[src/pkg/irqr_pkg.sv]
// How it works
// bit 2 set puts the control interrupt on a parallel pin, clear on serial frame.
// bit 3 clear makes the control interrupt active low, set active high.
// bit 4 clear drives the control interrupt push-pull, set open drain.
// bits 6:5 give the shared pin to wake, control interrupt or irq9; 11 reserved.
// bit 5 set tells the power block to ignore its control interrupt number.
// shared pin: wake low open drain, control interrupt programmed, irq9 high push-pull.
// bit 7 clear sends the management interrupt in serial slot 2, set on its pin.
// management pin polarity and buffer come from pin configuration, default low open drain.
// parallel mode disables rom buffer; serial and pci clock pins become irq15 and irq14.
// host writes may set forced change bits but never clear them.
// step and select line both high clear the matching forced change bit.
// media status is (sel0 and fc0) or (sel1 and fc1) or change input.
// forced change bit 0 is drive 0, bit 1 drive 1, bits 7:2 read zero.
// forced change register resets to 0x03.
// rate shadow mirrors reset, power down, write select and data rate; bit 5 zero.
// uart fifo shadow mirrors rx threshold in 7:6 and dma mode in bit 3.
// uart fifo shadow also reports tx reset, rx reset and fifo enable in bits 2:0.
// bit 0 clear selects serialized interrupts, set selects parallel interrupt pins.
// shadows capture each write of their source; writes to shadow addresses are ignored.
package irqr_pkg;

  // register indices; byte address is four times the index
  localparam logic [7:0] IDX_IRQ_ROUTING = 8'hc0;
  localparam logic [7:0] IDX_FORCED_CHANGE = 8'hc1;
  localparam logic [7:0] IDX_RATE_SHADOW = 8'hc2;
  localparam logic [7:0] IDX_UART1_SHADOW = 8'hc3;
  localparam int ADDR_W = 12;
  localparam int IDX_LSB = 2;

  localparam logic [7:0] RST_IRQ_ROUTING = 8'h00;
  localparam logic [7:0] RST_FORCED_CHANGE = 8'h03;
  localparam logic [7:0] RST_SHADOW = 8'h00;

  // routing control fields
  localparam int B_PAR_MODE = 0;
  localparam int B_SCI_SEL = 2;
  localparam int B_SCI_POL = 3;
  localparam int B_SCI_OD = 4;
  localparam int B_SHARED_LO = 5;
  localparam int B_SMI_SEL = 7;
  localparam logic [7:0] ROUTING_WMASK = 8'hfd;

  localparam logic [7:0] FC_MASK = 8'h03;
  localparam logic [7:0] RATE_MASK = 8'hdf;
  localparam logic [7:0] UART_MASK = 8'hcf;

  typedef enum logic [1:0] {
    SHARED_WAKE = 2'b00,
    SHARED_SCI = 2'b01,
    SHARED_IRQ9 = 2'b10,
    SHARED_RSVD = 2'b11
  } irqr_shared_t;

  // one two-way pin: level driven and its enable
  typedef struct packed {
    logic o;
    logic oe;
  } irqr_pin_t;

  typedef struct packed {
    logic wr;
    logic [7:0] data;
  } irqr_wr_t;

endpackage : irqr_pkg

[src/verilog/irqr_bank.sv]
// Chosen here: the APB slave port.
`timescale 1ns/100ps
module irqr_bank
  import irqr_pkg::*;
(
  input wire logic CLK,
  input wire logic RST,
  input wire logic PSEL,
  input wire logic PENABLE,
  input wire logic PWRITE,
  input wire logic [ADDR_W-1:0] PADDR,
  input wire logic [31:0] PWDATA,
  output logic [31:0] PRDATA,
  output logic PREADY,
  output logic PSLVERR,
  input wire irqr_wr_t RATE_REG_WR,
  input wire irqr_wr_t UART1_FCR_WR,
  input wire logic HEAD_STEP_PULSE_N,
  input wire logic DRIVE_SELECT0_N,
  input wire logic DRIVE_SELECT1_N,
  input wire logic MEDIA_CHANGED_IN_N,
  output logic MEDIA_CHANGED_STATUS,
  input wire logic SCI_EVENT,
  input wire logic SMI_EVENT,
  input wire logic WAKE_EVENT,
  input wire logic IRQ9_EVENT,
  input wire logic IRQ14_EVENT,
  input wire logic IRQ15_EVENT,
  input wire logic SMI_PIN_ACTIVE_HIGH,
  input wire logic SMI_PIN_PUSH_PULL,
  output logic SERIAL_FRAME_SCI_REQ,
  output logic SERIAL_FRAME_IRQ2_REQ,
  output logic SERIAL_IRQ_MODE,
  output logic SCI_IRQ_NUM_IGNORE,
  output logic ROM_BUFFER_EN,
  output irqr_pin_t SCI_PIN,
  output irqr_pin_t SHARED_PIN,
  output irqr_pin_t SYS_MGMT_IRQ_PIN_N,
  output irqr_pin_t SERIALIZED_IRQ_PIN_IRQ15,
  output irqr_pin_t PCI_CLK_PIN_IRQ14
);

  // drive a pin for an interrupt level with given polarity and buffer type
  function automatic irqr_pin_t pin_drive(input logic active, input logic act_high, input logic open_drain);
    irqr_pin_t p;
    logic lvl;
    lvl = active ~^ act_high;
    if (open_drain) begin
      p.o = 1'b0;
      p.oe = ~lvl;
    end else begin
      p.o = lvl;
      p.oe = 1'b1;
    end
    return p;
  endfunction : pin_drive

  function automatic logic [7:0] reg_index(input logic [ADDR_W-1:0] addr);
    return addr[IDX_LSB +: 8];
  endfunction : reg_index

  // aligned, nothing above the index, and one of the four register slots
  function automatic logic is_mapped(input logic [ADDR_W-1:0] addr);
    logic [7:0] slot;
    slot = reg_index(addr);
    return (addr[IDX_LSB-1:0] == '0) && (addr[ADDR_W-1:IDX_LSB+8] == '0) &&
           (slot == IDX_IRQ_ROUTING || slot == IDX_FORCED_CHANGE ||
            slot == IDX_RATE_SHADOW || slot == IDX_UART1_SHADOW);
  endfunction : is_mapped

  // a completed host write that lands on one register
  function automatic logic reg_wr_hit(input logic en, input logic ok, input logic [7:0] slot,
                                      input logic [7:0] want);
    return en && ok && (slot == want);
  endfunction : reg_wr_hit

  // a pin is driven only while its route is chosen, released otherwise
  function automatic irqr_pin_t pin_when(input logic chosen, input irqr_pin_t p);
    irqr_pin_t r;
    r = chosen ? p : '0;
    return r;
  endfunction : pin_when

  // fixed active-high push-pull drive of the plain irq pins
  function automatic irqr_pin_t pin_push_high(input logic active);
    return pin_drive(active, 1'b1, 1'b0);
  endfunction : pin_push_high

  // disk-change status as seen by the floppy input register
  function automatic logic media_status(input logic s0_n, input logic s1_n, input logic [1:0] fc,
                                        input logic c_n);
    return (s0_n & fc[0]) | (s1_n & fc[1]) | c_n;
  endfunction : media_status

  // the unmapped-address test needs address bits above the index
  if (ADDR_W <= IDX_LSB + 8) begin : g_addr_w_check
    $error("address bus too narrow for the register index");
  end

  logic [7:0] routing_q;
  logic [7:0] fc_q;
  logic [7:0] fc_d;
  logic [7:0] rate_q;
  logic [7:0] uart_q;

  // ---------------- apb slave ----------------
  logic setup;
  logic access;
  logic wr_en;
  logic [7:0] idx;
  logic [7:0] idx_acc;
  logic mapped;
  logic [7:0] rd_val;

  assign setup = PSEL & ~PENABLE;
  assign access = PSEL & PENABLE & PREADY;
  assign wr_en = access & PWRITE;
  assign idx = reg_index(PADDR);
  assign idx_acc = idx;
  assign mapped = is_mapped(PADDR);

  always_comb begin
    rd_val = 8'h00;
    case (idx)
      IDX_IRQ_ROUTING: rd_val = routing_q;
      IDX_FORCED_CHANGE: rd_val = fc_q & FC_MASK;
      IDX_RATE_SHADOW: rd_val = rate_q;
      IDX_UART1_SHADOW: rd_val = uart_q;
      default: rd_val = 8'h00;
    endcase
  end

  // answer one cycle after setup, no wait states
  always_ff @(posedge CLK) begin
    if (RST) begin
      PREADY <= 1'b0;
    end else begin
      PREADY <= setup;
    end
  end

  // read data is taken at setup and stands through the single access cycle
  always_ff @(posedge CLK) begin
    if (RST) begin
      PRDATA <= '0;
    end else if (setup) begin
      PRDATA <= (mapped && !PWRITE) ? {24'h000000, rd_val} : '0;
    end else if (access) begin
      PRDATA <= '0;
    end
  end

  always_ff @(posedge CLK) begin
    if (RST) begin
      PSLVERR <= 1'b0;
    end else if (setup) begin
      PSLVERR <= ~mapped;
    end else if (access) begin
      PSLVERR <= 1'b0;
    end
  end

  // ---------------- routing control ----------------
  always_ff @(posedge CLK) begin
    if (RST) begin
      routing_q <= RST_IRQ_ROUTING;
    end else if (reg_wr_hit(wr_en, mapped, idx_acc, IDX_IRQ_ROUTING)) begin
      routing_q <= PWDATA[7:0] & ROUTING_WMASK;
    end
  end

  // ---------------- shadows ----------------
  always_ff @(posedge CLK) begin
    if (RST) begin
      rate_q <= RST_SHADOW;
    end else if (RATE_REG_WR.wr) begin
      rate_q <= RATE_REG_WR.data & RATE_MASK;
    end
  end

  always_ff @(posedge CLK) begin
    if (RST) begin
      uart_q <= RST_SHADOW;
    end else if (UART1_FCR_WR.wr) begin
      uart_q <= UART1_FCR_WR.data & UART_MASK;
    end
  end

  // ---------------- floppy pin synchronisers ----------------
  logic [3:0] pin_s1;
  logic [3:0] pin_s2;
  logic [3:0] pin_s3;
  logic [3:0] pin_q;

  // three stages; a new level counts once stages two and three agree
  always_ff @(posedge CLK) begin
    if (RST) begin
      pin_s1 <= 4'h0;
    end else begin
      pin_s1 <= {MEDIA_CHANGED_IN_N, DRIVE_SELECT1_N, DRIVE_SELECT0_N, HEAD_STEP_PULSE_N};
    end
  end

  always_ff @(posedge CLK) begin
    if (RST) begin
      pin_s2 <= 4'h0;
    end else begin
      pin_s2 <= pin_s1;
    end
  end

  always_ff @(posedge CLK) begin
    if (RST) begin
      pin_s3 <= 4'h0;
    end else begin
      pin_s3 <= pin_s2;
    end
  end

  always_ff @(posedge CLK) begin
    if (RST) begin
      pin_q <= 4'h0;
    end else begin
      for (int i = 0; i < 4; i++) begin
        if (pin_s2[i] == pin_s3[i]) begin
          pin_q[i] <= pin_s3[i];
        end
      end
    end
  end

  logic step_n;
  logic sel0_n;
  logic sel1_n;
  logic chg_n;
  assign step_n = pin_q[0];
  assign sel0_n = pin_q[1];
  assign sel1_n = pin_q[2];
  assign chg_n = pin_q[3];

  // ---------------- forced disk change ----------------
  always_comb begin
    fc_d = fc_q & FC_MASK;
    if (step_n && sel0_n) begin
      fc_d[0] = 1'b0;
    end
    if (step_n && sel1_n) begin
      fc_d[1] = 1'b0;
    end
    // a host set lands after the clear so it wins
    if (reg_wr_hit(wr_en, mapped, idx_acc, IDX_FORCED_CHANGE)) begin
      fc_d = fc_d | (PWDATA[7:0] & FC_MASK);
    end
  end

  always_ff @(posedge CLK) begin
    if (RST) begin
      fc_q <= RST_FORCED_CHANGE;
    end else begin
      fc_q <= fc_d;
    end
  end

  always_ff @(posedge CLK) begin
    if (RST) begin
      MEDIA_CHANGED_STATUS <= 1'b0;
    end else begin
      MEDIA_CHANGED_STATUS <= media_status(sel0_n, sel1_n, fc_q[1:0], chg_n);
    end
  end

  // ---------------- interrupt routing ----------------
  logic par_mode;
  logic sci_on_pin;
  logic sci_high;
  logic sci_od;
  logic smi_on_pin;
  irqr_shared_t shared_sel;

  assign par_mode = routing_q[B_PAR_MODE];
  assign sci_on_pin = routing_q[B_SCI_SEL];
  assign sci_high = routing_q[B_SCI_POL];
  assign sci_od = routing_q[B_SCI_OD];
  assign smi_on_pin = routing_q[B_SMI_SEL];
  assign shared_sel = irqr_shared_t'(routing_q[B_SHARED_LO +: 2]);

  irqr_pin_t shared_d;
  always_comb begin
    case (shared_sel)
      SHARED_WAKE: shared_d = pin_drive(WAKE_EVENT, 1'b0, 1'b1);
      SHARED_SCI: shared_d = pin_drive(SCI_EVENT, sci_high, sci_od);
      SHARED_IRQ9: shared_d = pin_push_high(IRQ9_EVENT);
      default: shared_d = '{o: 1'b0, oe: 1'b0};
    endcase
  end

  // frame requests go out only while the interrupt is not routed to a pin
  always_ff @(posedge CLK) begin
    if (RST) begin
      SERIAL_FRAME_SCI_REQ <= 1'b0;
    end else begin
      SERIAL_FRAME_SCI_REQ <= SCI_EVENT & ~sci_on_pin;
    end
  end

  always_ff @(posedge CLK) begin
    if (RST) begin
      SERIAL_FRAME_IRQ2_REQ <= 1'b0;
    end else begin
      SERIAL_FRAME_IRQ2_REQ <= SMI_EVENT & ~smi_on_pin;
    end
  end

  // reset value matches a cleared routing register: serialized mode
  always_ff @(posedge CLK) begin
    if (RST) begin
      SERIAL_IRQ_MODE <= 1'b1;
    end else begin
      SERIAL_IRQ_MODE <= ~par_mode;
    end
  end

  always_ff @(posedge CLK) begin
    if (RST) begin
      SCI_IRQ_NUM_IGNORE <= 1'b0;
    end else begin
      SCI_IRQ_NUM_IGNORE <= routing_q[B_SHARED_LO];
    end
  end

  always_ff @(posedge CLK) begin
    if (RST) begin
      ROM_BUFFER_EN <= 1'b1;
    end else begin
      ROM_BUFFER_EN <= ~par_mode;
    end
  end

  // push-pull drives both levels, open drain only pulls low; unrouted pins float
  always_ff @(posedge CLK) begin
    if (RST) begin
      SCI_PIN <= '0;
    end else begin
      SCI_PIN <= pin_when(sci_on_pin, pin_drive(SCI_EVENT, sci_high, sci_od));
    end
  end

  always_ff @(posedge CLK) begin
    if (RST) begin
      SHARED_PIN <= '0;
    end else begin
      SHARED_PIN <= shared_d;
    end
  end

  always_ff @(posedge CLK) begin
    if (RST) begin
      SYS_MGMT_IRQ_PIN_N <= '0;
    end else begin
      SYS_MGMT_IRQ_PIN_N <= pin_when(smi_on_pin, pin_drive(SMI_EVENT, SMI_PIN_ACTIVE_HIGH, ~SMI_PIN_PUSH_PULL));
    end
  end

  // in parallel mode the serial line and pci clock pins carry irq15 and irq14
  always_ff @(posedge CLK) begin
    if (RST) begin
      SERIALIZED_IRQ_PIN_IRQ15 <= '0;
    end else begin
      SERIALIZED_IRQ_PIN_IRQ15 <= pin_when(par_mode, pin_push_high(IRQ15_EVENT));
    end
  end

  always_ff @(posedge CLK) begin
    if (RST) begin
      PCI_CLK_PIN_IRQ14 <= '0;
    end else begin
      PCI_CLK_PIN_IRQ14 <= pin_when(par_mode, pin_push_high(IRQ14_EVENT));
    end
  end

endmodule : irqr_bank

[config.mk]
export PLATFORM = sky130hd
export DESIGN_NAME = irqr_bank
export DESIGN_NICKNAME = d
export VERILOG_FILES = /design/src/pkg/irqr_pkg.sv /design/src/verilog/irqr_bank.sv
export SDC_FILE = /design/constraint.sdc
export NUM_CORES = 1
export LEC_CHECK = 0
export ABC_AREA = 1
export BUFFER_PORTS_ARGS = -buffer_cell sky130_fd_sc_hd__buf_2
export CELL_PAD_IN_SITES_DETAIL_PLACEMENT = 0
export CELL_PAD_IN_SITES_GLOBAL_PLACEMENT = 1
export CORE_MARGIN = 2
export CORE_UTILIZATION = 30
export CTS_CLUSTER_SIZE = 20
export DETAILED_ROUTE_END_ITERATION = 6
export GPL_ROUTABILITY_DRIVEN = 0
export GPL_TIMING_DRIVEN = 0
export PLACE_DENSITY = 0.77
export SLEW_MARGIN = 5
export SYNTH_ARGS = -nofsm -noshare
export SYNTH_HDL_FRONTEND = slang
export SYNTH_SLANG_ARGS = --single-unit
[constraint.sdc]
create_clock -name CLK -period 2.5 [get_ports CLK]
set_clock_uncertainty 0.1 [all_clocks]
set_input_delay 0.5 -clock CLK [delete_from_list [all_inputs] [get_ports CLK]]
set_output_delay 0.5 -clock CLK [all_outputs]
set_load 0.02 [all_outputs]
# --- Yosys cells after proc, flatten, opt, wreduce, memory -nomap -nowiden ---
# Cells that the tools add are included.
# Widths: inputs -> output; s select.
op_classes:
  n_eq_ne: 10
  n_mux: 14
  bitwise: 21
  n_reduce_logical: 20
op_table:
  columns: ["cell", "n"]
  rows:
  - ["$mux 32", 2]
  - ["$eq 8x8->1 const B", 4]
  - ["$pmux 8 s4", 1]
  - ["$and 1x1->1", 8]
  - ["$logic_and 1x1->1", 8]
  - ["$mux 8", 1]
  - ["$not 1->1", 8]
  - ["$mux 1", 7]
  - ["$logic_not 2->1", 3]
  - ["$pmux 2 s3", 1]
  - ["$reduce_or 2->1", 3]
  - ["$eq 1x1->1", 4]
  - ["$mux 2", 2]
  - ["$logic_or 1x1->1", 3]
  - ["$reduce_or 3->1", 1]
  - ["$eq 2x1->1 const B", 1]
  - ["$eq 2x2->1 const B", 1]
  - ["$or 1x1->1", 2]
  - ["$or 2x2->2", 1]
  - ["$reduce_bool 2->1", 1]
  - ["$xnor 1x1->1", 2]
  - ["$logic_not 1->1", 1]
totals:
  register_bits: 87
  in_bits: 79
  elab_cells: 94

# --- Logic depth before layout (Yosys ltp) ---
depth:
  depth_word: 8
  mapped_depth: 9

# --- Worst setup path after synthesis ---
# No wires, ideal clock.
synth_timing:
  path_type: "in2reg"
  from: "input PADDR[6]"
  to: "register routing_q[0]"
  setup_time_ns: 0.114
  t_arrival_ns: 1.163
  t_required_ns: 2.286
  slack_ns: 1.123
  cell_stages: 7
  cell_sequence: "inv_1 -> nand2_1 -> nor2_2 -> buf_6 -> nand4_2 -> nor2_1 -> nor2_1"
synth_between:
  elab_chain_len: 7
synth_rtl:
  columns: ["item", "line", "rtl"]
  rows:
  - ["start, declared", "irqr_bank.sv:11", "input wire logic [ADDR_W-1:0] PADDR,"]
  - ["$eq 8x8->1, on equally long branches", "irqr_bank.sv:67, irqr_bank.sv:74", null]
  - ["$logic_or 1x1->1 (2 in series)", "irqr_bank.sv:67", "(slot == IDX_IRQ_ROUTING || slot == IDX_FORCED_CHANGE ||"]
  - ["$logic_or 1x1->1", "irqr_bank.sv:68", "slot == IDX_RATE_SHADOW || slot == IDX_UART1_SHADOW);"]
  - ["$logic_and 1x1->1", "irqr_bank.sv:66", "return (addr[IDX_LSB-1:0] == '0) && (addr[ADDR_W-1:IDX_LSB+8] == '0) &&"]
  - ["$logic_and 1x1->1", "irqr_bank.sv:74", "return en && ok && (slot == want);"]
  - ["$logic_and 1x1->1 (*)", "irqr_bank.sv:74", null]
  - ["end signal, assigned", "irqr_bank.sv:168", "routing_q <= PWDATA[7:0] & ROUTING_WMASK;"]
  - ["end, declared", "irqr_bank.sv:100", "logic [7:0] routing_q;"]
# Mark *: on every way between the ends. The rest lies on a longest branch, timed or not.
# A chain may end at the register's enable or synchronous reset.

==> run metrics <==
R2R Setup Slk=1160 ps; VDD IR max=about 0.00019 V; Die H=97.74 microns; Initial Utilization=a little under a third; CTS resizes=0; Pre-Repair DR Iteration Count=4; Worst Setup SP=ROM_BUFFER_EN; total grt overflow=0; core area=0.008636 sq mm; stages on the worst setup path=2; Hold Vio Cnt, Final=0; crit-path leading delay family=flip-flops; clk root buf=clkbuf_8; Synth Area in XOR/XNOR=0.6645%; crit path cell chain=buf_4 > buf_2; Synth Register Bits=62; CTS Buffer Depth=2; critical path type=reg -> out; commonest non-fill, non-tap cell in the layout=buf_2; CTS Hold Bufs=0; multiplexer share of the synthesized area=0%; layout cells sized above 1=29.76%; initial antenna violation count=0; pwr dens=605.7 mW/mm^2; mapped cell area=0.002636 sq mm; wire per inst=roughly 11 microns; post-synthesis sequential area ratio=47.08%; largest net degree at the start of global routing=11; Worst R2R Start=PREADY; ANT nets after route=0; r2r endpoint=routing_q[3]; crit path DAT=920 ps; first-pass GRT wire length=9867 microns; Fin Setup TNS=0 ps; Port Buffers=just under 80; Synth area leader=dfxtp_1; final wirelength=6111 microns; Filler Cell Count=962; Final min period=1522 ps; CTS tree=done; Post-Synthesis Cells=352; Area growth syn-to-layout=30.19%; DIE AREA=~0.0096 sq mm; unrepaired setup endpoints after global routing=false; Distinct cells, synth=28; R2R cell count=5; status=finished clean; Buf/Inv on CP=2; Slew Viols, Final=0; DP Wirelength=4753 microns; antenna fix cells=0; HP Start=DRIVE_SELECT1_N; Post-Synth Simple-Gate Area=slightly below 30%; complex-gate fraction of the synthesized area=7.451%; Worst-path clk slew=around 70 ps; Adder-Cell Fraction of Synth Area=0%; First DRT Iteration DRCs=73; CP max stage cell=dfxtp_1; end of the critical path=SERIAL_IRQ_MODE; Final Instance Area=0.003432 sq mm; htree depth=3; most frequent cells in the layout=buf_2, nor2_1, dfxtp_1, nand2_1, inv_1; Ys Warns=0; crit start category=flip-flop; final setup violation count=0; top cells by area, synth=dfxtp_1, nor2_1, nand2_1, buf_4, inv_1; Total GRT Usage=13.18%; Core Rows=34; Max stage delay on crit path=a little over 300 ps; io pins=129; Final Cycle Share=60.87%; average vias per placed instance=a little over 4; Num CTS Buffers=9; vias in the first global route=around 2200; Nets=542; worst hold slack=251.9 ps; Crit path required time=1900 ps; largest family of logic cells by synthesized area=simple AND/OR/NAND/NOR gates; CP Capture Type=output pin; DRC=0; CP Max Fanout=2; Die Width=97.74 microns; worst min-delay path category=in -> reg; Worst-Skew Late Latency=about 350 ps; Synth top area share=47.08%; Post-CTS Repair Setup Buffers=0; Sink Count=62; MaxCap Viol Count=0; via count=between 2000 and 2500; average footprint of a synthesized cell=approximately 7.5 sq um; placed inst area=0.003243 sq mm; Peak Freq=657.2 MHz; Leak=roughly 1.8 nW
[state kept, by name (all words and copies together) (netlist names), 2 cells and up]
register	flops
routing_q	7
pin_s1	4
uart_q	6
pin_q	4
PCI_CLK_PIN_IRQ14	2
SHARED_PIN	2
pin_s3	4
SCI_PIN	2
SYS_MGMT_IRQ_PIN_N	2
rate_q	7
fc_q	2
pin_s2	4
PRDATA	8
[worst min-delay path by stage]
stage,to,slack (ps),cells after the start
2_1_floorplan,pin_s2[0],290,2
3_3_place_gp,pin_s2[0],290,2
3_5_place_dp,pin_s2[1],290,2
4_1_cts,pin_s1[2],240,3
5_1_grt,pin_s1[0],240,3
6_report,pin_s1[2],250,3
[kinds of logic (layout without fill, tap and decap cells)]
kind of cell | count (synthesis) | in the layout
XOR/XNOR | 2 | 2
flip-flops | 62 | 62
AO/OA/AOI/OAI | 37 | 37
buffers and inverters | 75 | 167
other | 1 | 24
AND/OR/NAND/NOR | 175 | 175
[report_power, final]
part           leakage (nW)  internal (W)  total, W  switching (W)
clock                0.0952      0.000478  0.000852       0.000374
sequential            0.506       0.00101   0.00103      0.0000119
combinational          1.21     0.0000819  0.000200       0.000118
total                  1.81       0.00158   0.00208       0.000504
[routing by layer]
| layer | GRT usage [%] | wire (microns) | share of wire (%) | vias up |
|---|---|---|---|---|
| met1 | 15.64 | 2701 | 44 | 989 |
| met5 | 0 | 0 | 0 | - |
| met3 | 5.512 | 458 | 7.5 | 9 |
| met2 | 20.95 | 2872 | 47 | 65 |
| met4 | 5.769 | 78 | 1.3 | 0 |
| li1 | - | - | - | 1265 |
[metrics by stage]
stage               power (W)  cells  worst slack [ps]  utilization, %
global placement     0.001246    560             843.0           37.55
global route         0.002169    575             929.1           39.74
finish               0.002079    575             978.3           39.74
CTS                  0.002100    575             960.4           39.74
floorplan            0.001179    375              1123               -
detailed placement   0.001249    560             833.3           37.55
[worst register-to-register path: cells and delay by family (launching register included)]
| kind | cells | cell delay (ps) |
|---|---|---|
| simple gates | 5 | 800 |
| flops | 1 | 330 |
[synthesized netlist by cell type]
library cell,number
xor2_1,1
nand3_1,26
nor2_1,74
dfxtp_1,62
and3_1,1
nand4_2,1
conb_1,1
nand3_4,1
nor3_4,1
nand2_1,58
buf_6,1
nand2_2,1
buf_4,26
xnor2_1,1
nand4_1,1
o21ai_0,21
o21ai_1,5
inv_1,42
o21ai_2,2
clkbuf_1,1
a22o_1,1
and2_1,1
nor2_2,4
and2_4,1
a21oi_1,8
nand3_2,2
nor2_4,3
buf_2,5
[layout make-up]
cell class                      instances  area, sq um  area share [%]
Buffer                                 33        235.2           6.854
Clock buffer                           11        141.4           4.120
Clock inverter                          4        47.55           1.385
Inverter                               42        157.7           4.594
Multi-Input combinational cell        238         1089           31.72
Sequential cell                        62         1241           36.16
Tap cell                              108        135.1           3.937
Timing Repair Buffer                   77        385.4           11.23
No activity file was read; power rests on OpenSTA's default activity.
